### src/hdl/sdcd_pkg.sv
// Purpose: constants for the step/direction command decoder
// Assumes: 10 MHz clk_in, straps static after reset release
// Notes:   no software registers; straps and enable polarity are pins
//
// Function
// - straps select pulse+dir high-positive, pulse+dir low-positive, or dual pulse trains.
// - no strap fitted: pulse+dir, direction low positive, high negative.
// - alternative pulse+dir option: direction high positive, low negative.
// - pulse+dir: each step pulse is one increment signed by direction level.
// - dual pulse: step input pulses are clockwise increments, active low.
// - dual pulse: direction input pulses are counter-clockwise increments, active low.
// - drive enabled at enable active level; polarity by input type; open counts enabled.
package sdcd_pkg;

    typedef enum logic [1:0]
    {
        SDCD_MODE_DIR_LOW_POS  = 2'h0,
        SDCD_MODE_DIR_HIGH_POS = 2'h1,
        SDCD_MODE_DUAL_PULSE   = 2'h3
    } sdcd_mode_t;

    localparam int unsigned CLK_HZ          = 10000000;
    localparam int unsigned MIN_PULSE_NS    = 1000;
    localparam int unsigned DIR_SETUP_NS    = 5000;
    localparam int unsigned CLK_PERIOD_NS   = 1000000000 / CLK_HZ;
    // least times round up
    localparam int unsigned MIN_PULSE_CYC   = (MIN_PULSE_NS + CLK_PERIOD_NS - 1) / CLK_PERIOD_NS;
    localparam int unsigned DIR_SETUP_CYC   = (DIR_SETUP_NS + CLK_PERIOD_NS - 1) / CLK_PERIOD_NS;
    localparam logic [2:0]  SYNC_RESET      = 3'h0;
    localparam logic [1:0]  STEP_IDLE       = 2'h0;

endpackage : sdcd_pkg

### src/hdl/sdcd_sync.sv
// Purpose: two-flop synchroniser bank for the command pins
// Assumes: inputs asynchronous to clk_in
// Notes:   first stage read only by second stage
module sdcd_sync
(
    // clock and reset
    input  wire logic       clk_in,
    input  wire logic       nrst_in,
    // pins
    input  wire logic [2:0] async_in,
    output logic      [2:0] sync_out
);

    logic [2:0] meta_r;
    logic [2:0] sync_r;

    always_ff @(posedge clk_in or negedge nrst_in)
    begin
        if (!nrst_in)
        begin
            meta_r <= sdcd_pkg::SYNC_RESET;
            sync_r <= sdcd_pkg::SYNC_RESET;
        end
        else
        begin
            meta_r <= async_in;
            sync_r <= meta_r;
        end
    end

    assign sync_out = sync_r;

endmodule : sdcd_sync

### src/hdl/sdcd_decoder.sv
// Purpose: turn step/direction or cw/ccw pulses into signed position increments
// Assumes: 10 MHz clk_in; straps static; pins asynchronous
// Notes:   one increment pulse per active edge, none when cw and ccw edges coincide; enable output from flip-flop
module sdcd_decoder
(
    // clock and reset
    input  wire logic       clk_in,
    input  wire logic       nrst_in,
    // command pins
    input  wire logic       step_pulse_in,
    input  wire logic       direction_in,
    input  wire logic       enable_in,
    // straps
    input  wire logic       strap_pulse_dir_select_in,
    input  wire logic       strap_dual_pulse_select_in,
    input  wire logic       strap_polarity_a_in,
    input  wire logic       strap_polarity_b_in,
    // enable polarity: 1 for sinking inputs, 0 for sourcing/differential
    input  wire logic       enable_active_high_in,
    // position command
    output logic            incr_valid_out,
    output logic            incr_negative_out,
    output logic            drive_enable_out
);

    logic [2:0]         sync_w;
    logic               step_s;
    logic               dir_s;
    logic               en_s;
    logic [1:0]         prev_r;
    logic               fire_r;
    logic               neg_r;
    logic               drv_en_r;
    logic               straps_taken_r;
    sdcd_pkg::sdcd_mode_t mode_r;
    sdcd_pkg::sdcd_mode_t mode_nxt;

    sdcd_sync u_sync
    (
        .clk_in   (clk_in),
        .nrst_in  (nrst_in),
        .async_in ({enable_in, direction_in, step_pulse_in}),
        .sync_out (sync_w)
    );

    assign step_s = sync_w[0];
    assign dir_s  = sync_w[1];
    assign en_s   = sync_w[2];

    // strap decode; dual pulse if dual select set and pulse+dir select clear, else high-positive if polarity a set and b clear, else default
    always_comb
    begin
        if (strap_dual_pulse_select_in && !strap_pulse_dir_select_in)
        begin
            mode_nxt = sdcd_pkg::SDCD_MODE_DUAL_PULSE;
        end
        else if (strap_polarity_a_in && !strap_polarity_b_in)
        begin
            mode_nxt = sdcd_pkg::SDCD_MODE_DIR_HIGH_POS;
        end
        else
        begin
            mode_nxt = sdcd_pkg::SDCD_MODE_DIR_LOW_POS;
        end
    end

    // straps caught once after reset release, as a fitted resistor would be
    always_ff @(posedge clk_in or negedge nrst_in)
    begin
        if (!nrst_in)
        begin
            mode_r         <= sdcd_pkg::SDCD_MODE_DIR_LOW_POS;
            straps_taken_r <= 1'b0;
        end
        else if (!straps_taken_r)
        begin
            mode_r         <= mode_nxt;
            straps_taken_r <= 1'b1;
        end
    end

    // open enable pin is expected to float to the active level outside
    always_ff @(posedge clk_in or negedge nrst_in)
    begin
        if (!nrst_in)
        begin
            drv_en_r <= 1'b0;
        end
        else
        begin
            drv_en_r <= (en_s == enable_active_high_in);
        end
    end

    always_ff @(posedge clk_in or negedge nrst_in)
    begin
        if (!nrst_in)
        begin
            prev_r <= sdcd_pkg::STEP_IDLE;
        end
        else
        begin
            prev_r <= {dir_s, step_s};
        end
    end

    // edge detect on synchronised copies; rising edge in pulse mode, falling in dual
    always_ff @(posedge clk_in or negedge nrst_in)
    begin
        if (!nrst_in)
        begin
            fire_r <= 1'b0;
            neg_r  <= 1'b0;
        end
        else
        begin
            fire_r <= 1'b0;
            neg_r  <= 1'b0;
            if (drv_en_r && straps_taken_r)
            begin
                if (mode_r == sdcd_pkg::SDCD_MODE_DUAL_PULSE)
                begin
                    // simultaneous cw and ccw edges cancel
                    if (prev_r[0] && !step_s && !(prev_r[1] && !dir_s))
                    begin
                        fire_r <= 1'b1;
                    end
                    else if (prev_r[1] && !dir_s && !(prev_r[0] && !step_s))
                    begin
                        fire_r <= 1'b1;
                        neg_r  <= 1'b1;
                    end
                end
                else if (!prev_r[0] && step_s)
                begin
                    fire_r <= 1'b1;
                    neg_r  <= (mode_r == sdcd_pkg::SDCD_MODE_DIR_HIGH_POS) ? !dir_s : dir_s;
                end
            end
        end
    end

    assign incr_valid_out    = fire_r;
    assign incr_negative_out = neg_r;
    assign drive_enable_out  = drv_en_r;

    // helper: cycles since step went high
    logic [7:0] hi_cnt_r;
    always_ff @(posedge clk_in or negedge nrst_in)
    begin
        if (!nrst_in)
        begin
            hi_cnt_r <= 8'h00;
        end
        else if (!step_s)
        begin
            hi_cnt_r <= 8'h00;
        end
        else if (hi_cnt_r != 8'hff)
        begin
            hi_cnt_r <= hi_cnt_r + 8'h01;
        end
    end

    property p_no_fire_disabled;
        @(posedge clk_in) disable iff (!nrst_in)
        !drv_en_r |=> !fire_r;
    endproperty
    a_no_fire_disabled: assert property (p_no_fire_disabled) else $error("increment while disabled");

    property p_single_fire;
        @(posedge clk_in) disable iff (!nrst_in)
        fire_r |=> !fire_r || (neg_r != $past(neg_r));
    endproperty
    a_single_fire: assert property (p_single_fire) else $error("two increments back to back");

    property p_pd_rise;
        @(posedge clk_in) disable iff (!nrst_in)
        (mode_r != sdcd_pkg::SDCD_MODE_DUAL_PULSE) && drv_en_r && straps_taken_r
            && $rose(step_s) |=> fire_r;
    endproperty
    a_pd_rise: assert property (p_pd_rise) else $error("step edge missed");

    property p_low_pos;
        @(posedge clk_in) disable iff (!nrst_in)
        (mode_r == sdcd_pkg::SDCD_MODE_DIR_LOW_POS) && drv_en_r && straps_taken_r
            && $rose(step_s) |=> (incr_negative_out == $past(dir_s));
    endproperty
    a_low_pos: assert property (p_low_pos) else $error("default sign wrong");

    property p_high_pos;
        @(posedge clk_in) disable iff (!nrst_in)
        (mode_r == sdcd_pkg::SDCD_MODE_DIR_HIGH_POS) && drv_en_r && straps_taken_r
            && $rose(step_s) |=> (incr_negative_out != $past(dir_s));
    endproperty
    a_high_pos: assert property (p_high_pos) else $error("alternative sign wrong");

    property p_cw;
        @(posedge clk_in) disable iff (!nrst_in)
        (mode_r == sdcd_pkg::SDCD_MODE_DUAL_PULSE) && drv_en_r && $fell(step_s)
            && !$fell(dir_s) |=> fire_r && !neg_r;
    endproperty
    a_cw: assert property (p_cw) else $error("cw pulse not counted");

    property p_ccw;
        @(posedge clk_in) disable iff (!nrst_in)
        (mode_r == sdcd_pkg::SDCD_MODE_DUAL_PULSE) && drv_en_r && $fell(dir_s)
            && !$fell(step_s) |=> fire_r && neg_r;
    endproperty
    a_ccw: assert property (p_ccw) else $error("ccw pulse not counted");

    property p_enable;
        @(posedge clk_in) disable iff (!nrst_in)
        ##2 (drv_en_r == ($past(en_s) == $past(enable_active_high_in)));
    endproperty
    a_enable: assert property (p_enable) else $error("enable level wrong");

    property p_mode_static;
        @(posedge clk_in) disable iff (!nrst_in)
        straps_taken_r |=> $stable(mode_r);
    endproperty
    a_mode_static: assert property (p_mode_static) else $error("mode changed");

    c_pd_step:    cover property (@(posedge clk_in) disable iff (!nrst_in)
        fire_r && (mode_r != sdcd_pkg::SDCD_MODE_DUAL_PULSE));
    c_ccw_step:   cover property (@(posedge clk_in) disable iff (!nrst_in)
        fire_r && neg_r && (mode_r == sdcd_pkg::SDCD_MODE_DUAL_PULSE));
    c_long_pulse: cover property (@(posedge clk_in) disable iff (!nrst_in)
        hi_cnt_r == 8'(sdcd_pkg::MIN_PULSE_CYC));
    c_disabled:   cover property (@(posedge clk_in) disable iff (!nrst_in)
        !drv_en_r && $rose(step_s));

endmodule : sdcd_decoder

### config.mk
export PLATFORM = sky130hd
export DESIGN_NAME = sdcd_decoder
export DESIGN_NICKNAME = d
export VERILOG_FILES = /design/src/hdl/sdcd_pkg.sv /design/src/hdl/sdcd_sync.sv /design/src/hdl/sdcd_decoder.sv
export SDC_FILE = /design/constraint.sdc
export NUM_CORES = 1
export LEC_CHECK = 0
export BUFFER_PORTS_ARGS = -buffer_cell sky130_fd_sc_hd__buf_2
export CAP_MARGIN = 20
export CORE_AREA = 10 10 47 49
export CTS_CLUSTER_DIAMETER = 200
export DETAILED_ROUTE_END_ITERATION = 10
export DIE_AREA = 0 0 57 59
export SLEW_MARGIN = 15
export SYNTH_ARGS = -nofsm -noshare
export SYNTH_HDL_FRONTEND = slang
export SYNTH_SLANG_ARGS = --single-unit
### constraint.sdc
create_clock -name clk_in -period 1.45 [get_ports clk_in]
set_input_delay 0.0725 -clock clk_in [delete_from_list [all_inputs] [get_ports clk_in]]
set_output_delay 0.0725 -clock clk_in [all_outputs]
set_load 0.05 [all_outputs]
==> metrics list, run 1 <==
- Die Span Y: 59 um
* Largest stage delay on the critical path: 0.41 ns
- For this design, the slowest cell found on the critical path is dfrtp_1.
- STA classifies the critical path endpoint as a flip-flop.
- The die is 57 um wide.
- Std cell rows: 14
- Sink count of the clock tree: 14
- Num ports: 13
* Cell chain of the critical path: nand2b_1, ha_1, or2_0, a21oi_1
- The tool flagged a number of max-cap violations equal to 0.
* Area added between synthesis and finish: 34.46%
- TritonCTS built the clock tree.
- Entering global routing, the biggest net connects 15 pins.
* Antenna violations before repair: 0
- Of all nets on the critical path, the largest fanout is 5.
* Setup WS pre-CTS: 0.2399 ns
- Summing the areas of all fa, ha and maj instances in the mapped netlist gives 2.591% of the synthesized area.
- Adding up every negative setup slack in the final design gives 0 ns.
- Number of vias in the routed layout: 307
- Leakage dissipation: 0.3088 nW
- Total wire length: 789 um
* Max-slew violation total from the final report: 0
- Summing the areas of all xor and xnor instances in the mapped netlist gives 1.813% of the synthesized area.
- Measured against the total synthesized area, the mux share comes to 2.332%.
* Max rail drop VDD: 846.5 uV
- Worst Hold Depth: 3
* Synthesis Warnings: 0
- Combinational family with the most area after synthesis: simple AND/OR/NAND/NOR gates
* Vias in the first global route: 346
- Detail Placement HPWL: 569.5 um
- Design Power: 0.0007648 W
* Final period demand of the worst path: 1.220 ns
* Area enclosed by the die boundary: 0.003363 mm^2
- In this run the worst hold path is classified as primary input to flip-flop.
- Counting flops and latches in the post-synthesis netlist gives 14.
- Depth of the CTS H-tree: 1
- Across the routed clock network, the largest skew measured is 0.001523 ns.
- Hold Startpoint: strap_polarity_a_in
- Via-to-Cell Ratio: 4.264
- The congestion estimate from routability-driven global placement came to 0.6319.
- The share of synthesized area in the top cell type comes to 72.54%.
* Post-Syn Instances: 35
- Fraction of synthesis flops using an asynchronous set or reset pin: 100.0%
- Terminus of the critical flop-to-flop path: incr_valid_out
- After Yosys synthesis, and, or, nand and nor cells account for 13.73% of the synthesized area.
- Ys flop type: dfrtp_1
- Input and output buffers added on the ports amount to 12.
- WL per Instance: 10.96 um
- Sequential elements use 72.54% of the synthesized area.
* Crit. Startpoint: u_sync.sync_out[0]
- Compound-gate portion of the synthesized area: 5.440%
* Summed instance area of the synthesized netlist: 483.0 um^2
* Average cell area after synthesis: 13.80 um^2
- Setup slack closes at 0.2299 ns.
- The worst setup path is launched from a flip-flop.
* NumNets Final: 68
- Counting cells, the worst reg-to-reg path comes to 4.
- Initial core utilization: 34.46%
- After synthesis, the netlist uses 16 different library cells.
- After detailed placement, the design holds a cell count of 63.
* # setup viols final: 0
* Post-Layout Cell Count: 72
- Root Buffer: clkbuf_4
- Run status: finished clean
- Clock network latency to the later pin of the worst-skew pair: 0.26 ns
- Timing would allow up to 0.8196 GHz.
* GRT Residual Overflow: 0
- Unrepaired setup endpoints after global routing: no
* Cell types with the largest area share after synthesis: dfrtp_1, a21oi_1, nand2_1
* Number of failing hold endpoints at the final stage: 0
- For flop-to-flop paths, the worst setup slack is 0.23 ns.
* Number of design rule violations left after detail routing: 0
- Remaining number of nets flagged by the antenna check after routing: 0
* Tcrit/Tclk final: 84.14%
* Util after Layout: 46.34%
- Counting every net in the synthesized netlist gives 46.
* Cell type contributing the most total cell area after synthesis: dfrtp_1
- Cells with a size suffix above 1 make up 30.36% of the layout.
* Startpoint of the most critical register-to-register path: u_sync.sync_out[0]
- In this run, post-CTS repair resized a total of 0 instances.
- The detailed router finished its first iteration with 0 violations.
- Total track usage: 5.371%
- The synthesized design contains 0 enable-type register cells.
- Clock-pin slew on the worst setup and hold paths: 0.08 ns
- At the worst endpoint, the arrival time is 1.41 ns.
- Setup Crit Path Kind: flip-flop to flip-flop
- For the worst setup path, the data required time is 1.64 ns.
* Clock buffers created by TritonCTS: 3
- In this run the standard cell core region covers 0.001401 mm^2.
- Wire length of the first global-routing pass: 1.428 mm
- For this run, the detailed router's first-pass iteration total came to 1.
* Maximum root-to-sink buffer count: 2
- Power density over the cells: 1178 mW/mm^2
* Diodes inserted: 0
* Capture endpoint of the worst hold path: mode_r[0]
-- timing repair --
item                      4_1_cts  5_1_grt
hold buffers                    5        0
buffers inserted                0        0
hold endpoints to repair       18        0
-- area by class of cell --
cell class,instances,area (um^2)
fill,138,752.0
sequential,14,350.3
multi-input combinational,20,128.9
timing repair buffer,17,110.1
clock buffer,4,36.28
tap,16,20.02
inverter,1,3.754
-- kinds of logic after synthesis --
logic type,count (synthesis)
compound gates,5
fa+ha+maj,1
mux,1
simple gates,11
xor+xnor,1
other cells,1
buf+inv,1
flops,14
-- metrics by stage --
step	hold slack [ns]	cell area, um^2
2_1_floorplan	-0.2231	483.0
3_3_place_gp	-0.02266	563.0
3_5_place_dp	-0.02169	563.0
4_1_cts	0.08388	649.4
5_1_grt	0.1288	649.4
6_report	0.09132	649.4
-- state kept, by name (all words and copies together) (netlist names) --
signal / count
incr_valid_out: 1
straps_taken_r: 1
prev_r: 2
incr_negative_out: 1
u_sync.meta_r: 3
drive_enable_out: 1
mode_r: 2
u_sync.sync_out: 3
-- layer usage --
layer / wire [um] / track usage (%) / part of all wire (%) / vias to the layer above
met5: 0 / 0 / 0 / -
met4: 0 / 3.020 / 0 / 0
met3: 73 / 3.648 / 9.3 / 0
met2: 396 / 8.527 / 50 / 8
met1: 320 / 5.134 / 41 / 141
li1: - / - / - / 158
-- synthesized netlist by cell type (all sizes together) (2+ instances only) --
| library cell | instances |
|---|---|
| nor2b | 2 |
| a21oi | 3 |
| dfrtp | 14 |
| nand2 | 4 |
-- cell usage in the layout, fill, tap and decap left out --
master          n
nand2_1         4
o21ai_0         1
conb_1          1
ha_1            1
mux2_2          1
inv_1           1
a21oi_1         3
dlygate4sd3_1   5
dfrtp_1        14
nand2b_1        1
clkbuf_8        1
nor4b_1         1
a31oi_1         1
nand3b_1        1
clkbuf_4        3
xnor2_1         1
nor4bb_1        1
buf_2          12
or2_0           1
nor2b_1         2
-- power by group --
| part | leakage (nW) | total [W] | switching [W] | internal [W] |
|---|---|---|---|---|
| clock network | 0.0210 | 0.000263 | 0.000111 | 0.000152 |
| logic | 0.119 | 0.0000738 | 0.0000395 | 0.0000343 |
| registers | 0.169 | 0.000428 | 0.0000152 | 0.000413 |
-- how the worst max path moves through the flow --
stage                                end  slack [ns]  depth (start not counted)
after CTS                 incr_valid_out        0.22                          4
after detailed placement  incr_valid_out        0.24                          4
final                     incr_valid_out        0.23                          4
after global placement    incr_valid_out        0.26                          4
after floorplan           incr_valid_out        0.29                          4
after global routing      incr_valid_out        0.12                          4
-- critical path: cells and delay by family (launching register included) --
family	cells	cell delay (ns)
AO/OA/AOI/OAI	1	0.12
adder cells (fa/ha/maj)	1	0.26
flip-flops	1	0.41
AND/OR/NAND/NOR	2	0.36
Power figures use the tool's default switching activity.
==> run 2: changes to the inputs <==
- clock period: 1.45 -> 1 ns (I/O delays scaled with it)
==> metrics list, run 2 (same netlist as run 1, synthesis figures left out) <==
- The routed length per instance was 11.64 um (+6.2%).
- In this run the worst hold path is classified as primary input to flip-flop.
- The number of placement rows came to 14 (unchanged).
- Number of violations of the max-capacitance limit: 0 (unchanged)
- The setup-violating endpoint count in the final report is 2 (+2).
* Count of cells along the worst register-to-register path: 4 (unchanged)
* Area occupied by multi-input gates: 155.1 um^2 (+20%)
- The endpoint arrival time on the critical path is 1.35 ns (-0.06 ns).
- Pin count of the biggest net entering global routing: 15 (unchanged)
- The number of I/O port buffers is 12 (unchanged).
* GRT Residual Overflow: 0 (unchanged)
* Leading cell types in the layout, fill and taps excluded: dfrtp_1, buf_2, dlygate4sd3_1, nand2_1, buf_4
- The number of slew-limit violations in the final report was 0 (unchanged).
* Largest stage delay on the critical path: 0.38 ns (-0.03 ns)
- The final antenna diode count was 0 (unchanged).
- The first-pass GRT wire length is 1.442 mm (+0.98%).
- Worst Setup End Kind: flip-flop
* Initial core utilization: 34.46% (unchanged)
- Core Box Area: 0.001401 mm^2 (unchanged)
- Among all stages on the critical path, the largest delay is contributed by dfrtp_1.
- The number of nets with antenna violations after detailed routing was 0 (unchanged).
- Commonest non-fill, non-tap cell in the layout: dfrtp_1
* Max rail drop VDD: 779.4 uV (-7.9%)
- The maximum count of clock buffers along a single path was 2 (unchanged).
- The worst-case clock skew was 0.001927 ns (+0.0004041 ns).
- The global-route met3 utilization was 3.219% (-0.43 points).
* Worst Hold Depth: 3 (unchanged)
- Root Buffer: clkbuf_4
- Number of failing hold endpoints at the final stage: 0 (unchanged)
- Run status: finished, violations left
- The number of top-level pins is 13 (unchanged).
- The all-layer global routing usage is 5.519% (+0.15 points).
* Sink count of the clock tree: 14 (unchanged)
- Met2 global-route usage: 8.682% (+0.16 points)
* Area added between synthesis and finish: 43.26%
* Total wire length: 873 um (+11%)
- Pre-Repair DR Iteration Count: 2 (+1)
- The detailed-placement wirelength estimate came to 628.9 um (+10%).
- The number of vias after detailed routing was 335 (+9.1%).
* Share of post-route cells with drive strength above 1: 38.98% (+8.6 points)
- Depth of the CTS H-tree: 1 (unchanged)
- The die area came to 0.003363 mm^2 (unchanged).
* Final WS setup: -0.1556 ns (-0.3855 ns)
- Clock buffers created by TritonCTS: 3 (unchanged)
* Number of design rule violations left after detail routing: 0 (unchanged)
- Clock-pin slew on the worst setup and hold paths: 0.07 ns (about the same)
- Maximum net fanout on the critical path: 2 (-3)
- Grt peak-use layer: met2
- The post-route standard cell area excluding fillers came to 691.9 um^2 (+6.6%).
- The signal on the critical path passes through nand2b_4, ha_1, or2_0, a21oi_1.
* Antenna violations before repair: 0 (unchanged)
- The post-layout total power was 0.001053 W (+38%).
- Final period demand of the worst path: 1.156 ns (-0.06448 ns)
- NumNets Final: 72 (+5.9%)
- Global-route track usage on met1: 5.672% (+0.54 points)
* Vias in the first global route: 353 (+2.0%)
* Via-to-Cell Ratio: 4.467 (+4.8%)
* Leakage dissipation: 0.3330 nW (+7.8%)
* Clock network latency to the later pin of the worst-skew pair: 0.27 ns (about the same)
* Placed instance area: 593.1 um^2 (+5.3%)
* Number of DRC markers in iteration 0: 2 (+2)
* Tcrit/Tclk final: 115.6% (+31 points)
- Achievable Freq: 0.8654 GHz (+5.6%)
* Unrepaired setup endpoints after global routing: yes
- DIE WIDTH: 57 um (unchanged)
* Power density over the cells: 1522 mW/mm^2 (+29%)
* Startpoint Class: flip-flop
- The final design utilization came to 49.38% (+3.0 points).
* Setup Crit Path Kind: flip-flop to flip-flop
- The required arrival time at the worst endpoint came to 1.19 ns (-0.45 ns).
* Area taken by flip-flops and latches: 350.3 um^2 (unchanged)
* Die Span Y: 59 um (unchanged)
- RePlAce Congestion: 0.7139 (+13%)
- TritonCTS built the clock tree.
* Fillers: 129 (-6.5%)
* Failing checks: setup timing
-- run 2: cell types whose count changed in the layout (fill, tap and decap cells not counted) --
| cell | before | now |
|---|---|---|
| nand2b_4 | 0 | 1 |
| a21oi_1 | 3 | 2 |
| buf_4 | 0 | 4 |
| a21oi_2 | 0 | 1 |
| nand2b_1 | 1 | 0 |
| clkbuf_8 | 1 | 0 |
| nor4b_1 | 1 | 0 |
| nor4b_4 | 0 | 1 |
-- run 2: cell type report --
type | count | area share, %
clock buffer | 3 | 3.255
sequential | 14 | 50.63
multi-input combinational | 20 | 22.42
timing repair buffer | 21 | 20.25
inverter | 1 | 0.5425
tap | 16 | 2.893
-- run 2: final timing paths --
path | startpoint | slack, ns | to
max | u_sync.sync_out[0] | -0.16 | incr_valid_out
min reg2reg | u_sync.meta_r[0] | 0.36 | u_sync.sync_out[0]
max reg2reg | u_sync.sync_out[0] | -0.16 | incr_valid_out
max in group asynchronous | nrst_in | 0.57 | prev_r[1]
min in group asynchronous | nrst_in | 0.20 | u_sync.meta_r[2]
min | strap_polarity_a_in | 0.07 | mode_r[0]
-- run 2: report_power, final --
part / internal, W / total [W] / switching (W)
sequential: 0.000599 / 0.000619 / 0.0000207
clock: 0.000139 / 0.000296 / 0.000157
combinational: 0.0000681 / 0.000138 / 0.0000701
-- run 2: timing repair --
| action | CTS | global route |
|---|---|---|
| setup buffers | 0 | 0 |
| setup endpoints to repair | 2 | 2 |
| hold buffers | 5 | 0 |
| gates resized for setup | 2 | 2 |
| pin swaps | 3 | 0 |
| gates cloned | 0 | 0 |
| endpoints found under the hold margin | 18 | 0 |
-- run 2: critical path, delay by kind of cell (launching register included) --
kind            cells  cell delay (ns)
simple gates        2             0.32
flops               1             0.38
fa+ha+maj           1             0.26
compound gates      1             0.12
-- run 2: through the flow --
stage | setup TNS, ns | hold slack [ns] | cells | setup slack, ns
finish | -0.2619 | 0.07332 | 75 | -0.1556
global route | -0.4430 | 0.1227 | 75 | -0.2375
CTS | -0.2328 | 0.06162 | 75 | -0.1539
detailed placement | -0.2045 | -0.04054 | 67 | -0.1548
global placement | -0.2044 | -0.04271 | 67 | -0.1366
floorplan | -0.1549 | -0.2456 | 35 | -0.1549
-- run 2: layer usage --
metal  share of wire, %  vias up
met5                  0        -
met4                  0        0
met3                6.6        0
met2                 53        8
met1                 41      161
li1                   -      166
==> run 3: changes to the inputs <==
- CORE_AREA: 10 10 47 49 -> 2 2 39 41
- DIE_AREA: 0 0 57 59 -> 0 0 41 43
==> metrics list, run 3 (same netlist as run 1, synthesis figures left out) <==
- The total power density per cell area came to 1621 mW/mm^2 (+6.5%).
- Leakage dissipation: 0.3431 nW (+3.0%)
- Number of design rule violations left after detail routing: 0 (unchanged)
- Post-route worst hold slack: 0.06657 ns (-0.006754 ns)
- The chip width came to 41 um (-28%).
- Share of post-route cells with drive strength above 1: 41.67% (+2.7 points)
- The achievable frequency came to 0.8667 GHz (+0.16%).
- Reported net switching power: 0.0002651 W (+7.1%)
* Diodes inserted: 0 (unchanged)
- Remaining number of nets flagged by the antenna check after routing: 0 (unchanged)
- The startpoint identified for the worst hold timing path is strap_polarity_a_in.
* Area enclosed by the die boundary: 0.001763 mm^2 (-48%)
- Sw Share: 22.93% (-0.56 points)
- Antenna violations before repair: 0 (unchanged)
- The number of top-level pins came to 13 (unchanged).
* Internal power summed over all cells: 0.0008910 W (+11%)
* Initial core utilization: 34.90% (+0.44 points)
- Die Span Y: 43 um (-27%)
- Capture endpoint of the worst hold path: mode_r[0]
- The number of I/O port buffers is 12 (unchanged).
* Terminus of the critical flop-to-flop path: incr_valid_out
- Clock buffers created by TritonCTS: 3 (unchanged)
- Final period demand of the worst path: 1.154 ns (-0.001841 ns)
* Flop pwr share: 54.0% (-4.8 points)
- The final design utilization was 51.54% (+2.2 points).
- The worst setup path is launched from a flip-flop.
- Fillers: 132 (+2.3%)
- The clock sink count came to 14 (unchanged).
- The maximum number of pins on one net before global-route repair is 15 (unchanged).
* Clock-pin slew on the worst setup and hold paths: 0.08 ns (about the same)
* Area taken by flip-flops and latches: 351.6 um^2 (+0.36%)
- Wire length of the first global-routing pass: 1.414 mm (-1.9%)
- Core Box Area: 0.001384 mm^2 (-1.2%)
* Worst hold-check path type: primary input to flip-flop
* Worst-case clock skew: 0.0009369 ns (-0.0009897 ns)
- Clock share of power: 34.2% (+6.1 points)
- Maximum root-to-sink buffer count: 2 (unchanged)
- The library cell used most frequently in the layout, excluding fill and tap cells, is dfrtp_1.
- Proportion of power drawn by combinational gates: 11.8% (-1.3 points)
* Instance count after placement with tap cells included: 66 (-1.5%)
* Run status: finished, violations left
- Clock tree from TritonCTS: done
- The non-filler instance count after layout is 76 (+1.3%).
- The checks that failed: setup timing.
- # setup viols final: 2 (unchanged)
- The least setup slack across all paths after layout came to -0.1537 ns (+0.001841 ns).
- Unrepaired setup endpoints after global routing: yes
* WL per Instance: 10.47 um (-10%)
- The number of hold violations in the final report was 0 (unchanged).
- Pre-Repair DR Iteration Count: 1 (-1)
- The reported max-cap violation count is 0 (unchanged).
* Detail Placement HPWL: 532.5 um (-15%)
* Number of vias in the routed layout: 343 (+2.4%)
* Total track usage: 12.63% (+7.1 points)
- GRT Residual Overflow: 0 (unchanged)
- The cell depth of the worst flop-to-flop path came to 4 (unchanged).
- The CTS H-tree depth is 1 (unchanged).
- NumNets Final: 72 (unchanged)
- CP required: 1.20 ns (about the same)
- The weighted congestion reported at the end of routability-driven placement was 0.7062 (-1.1%).
* Setup slack on the worst flop-to-flop path: -0.15 ns (about the same)
* Number of DRC markers in iteration 0: 0 (-2)
* Area added between synthesis and finish: 47.67%
- CP Data Arrival Time: 1.36 ns (about the same)
* Area occupied by multi-input gates: 157.7 um^2 (+1.6%)
- The worst setup path is captured at a flip-flop.
- The largest voltage drop on the vdd net came to 915.8 uV (+18%).
- The number of slew-limit violations in the final report was 0 (unchanged).
- The worst setup path is of the flip-flop to flip-flop kind.
* Maximum net fanout on the critical path: 2 (unchanged)
* Tcrit/Tclk final: 115.4% (-0.18 points)
- CTS placed an instance of clkbuf_4 at the clock tree root.
- The total negative setup slack is -0.2627 ns (-0.0008030 ns).
- Leaving out fill and tap cells, the most frequent cells in the layout are dfrtp_1, buf_2, dlygate4sd3_1, nand2_1.
* Vias in the first global route: 377 (+6.8%)
- The total wire length came to 796 um (-8.8%).
- The number of placement rows is 14 (unchanged).
- Clock network latency to the later pin of the worst-skew pair: 0.27 ns (about the same)
- The worst hold path depth is 3 (unchanged).
- Via-to-Cell Ratio: 4.513 (+1.0%)
- Startpoint of the most critical register-to-register path: u_sync.sync_out[0]
[run 3: changes by cell type in the layout (fill, tap and decap cells not counted), sizes merged]
cell and delta:
clkbuf +1
[run 3: final cells by class]
cell class	instances	area share, %
clock buffers	4	5.088
inverters	1	0.5263
multi-input cells	20	22.11
flip-flops and latches	14	49.30
well taps	16	2.807
repair buffers	21	20.18
[run 3: layer usage]
layer | up-vias | part of all wire [%] | GRT usage, %
met5 | - | 0 | 0
met4 | 0 | 0 | 8.000
met2 | 8 | 58 | 20.31
met1 | 170 | 37 | 12.80
met3 | 0 | 4.9 | 4.712
li1 | 165 | - | -
[run 3: stage by stage]
stage                     setup WS [ns]  total power [W]  cell area [um^2]
after floorplan                 -0.1549        0.0006826             483.0
after global placement          -0.1370        0.0007362             585.6
after detailed placement        -0.1604        0.0007405             585.6
after CTS                       -0.1524         0.001173             704.4
after global routing            -0.2513         0.001215             713.2
final                           -0.1537         0.001156             713.2
[run 3: worst max path at each step]
| stage | slack [ns] | endpoint | from | cells past startpoint |
|---|---|---|---|---|
| 2_1_floorplan | -0.15 | incr_valid_out | u_sync.sync_out[0] | 4 |
| 3_3_place_gp | -0.14 | incr_valid_out | u_sync.sync_out[0] | 4 |
| 3_5_place_dp | -0.16 | incr_valid_out | u_sync.sync_out[0] | 4 |
| 4_1_cts | -0.15 | incr_valid_out | u_sync.sync_out[0] | 4 |
| 5_1_grt | -0.25 | incr_valid_out | prev_r[1] | 4 |
| 6_report | -0.15 | incr_valid_out | u_sync.sync_out[0] | 4 |
[run 3: power by group through the flow]
| stage | combinational [W] | sequential, W | clock (W) |
|---|---|---|---|
| 2_1_floorplan | 0.0000305 | 0.000652 | 0 |
| 3_3_place_gp | 0.000108 | 0.000628 | 0 |
| 3_5_place_dp | 0.000110 | 0.000630 | 0 |
| 4_1_cts | 0.000134 | 0.000623 | 0.000416 |
| 5_1_grt | 0.000152 | 0.000630 | 0.000434 |
| 6_report | 0.000136 | 0.000624 | 0.000396 |
[run 3: timing repair]
item	in CTS	in global routing
resized for setup	5	1
pin swaps	4	1
buffers inserted	1	0
endpoints found under the setup margin	2	2
hold endpoints to repair	18	0
hold buffers	5	0
[run 3: worst max-delay path, cell delays in order (launching register included)]
cell	delay (ns)
dfrtp_1	0.39
nand2b_4	0.14
ha_1	0.25
or2_0	0.19
a21oi_1	0.12
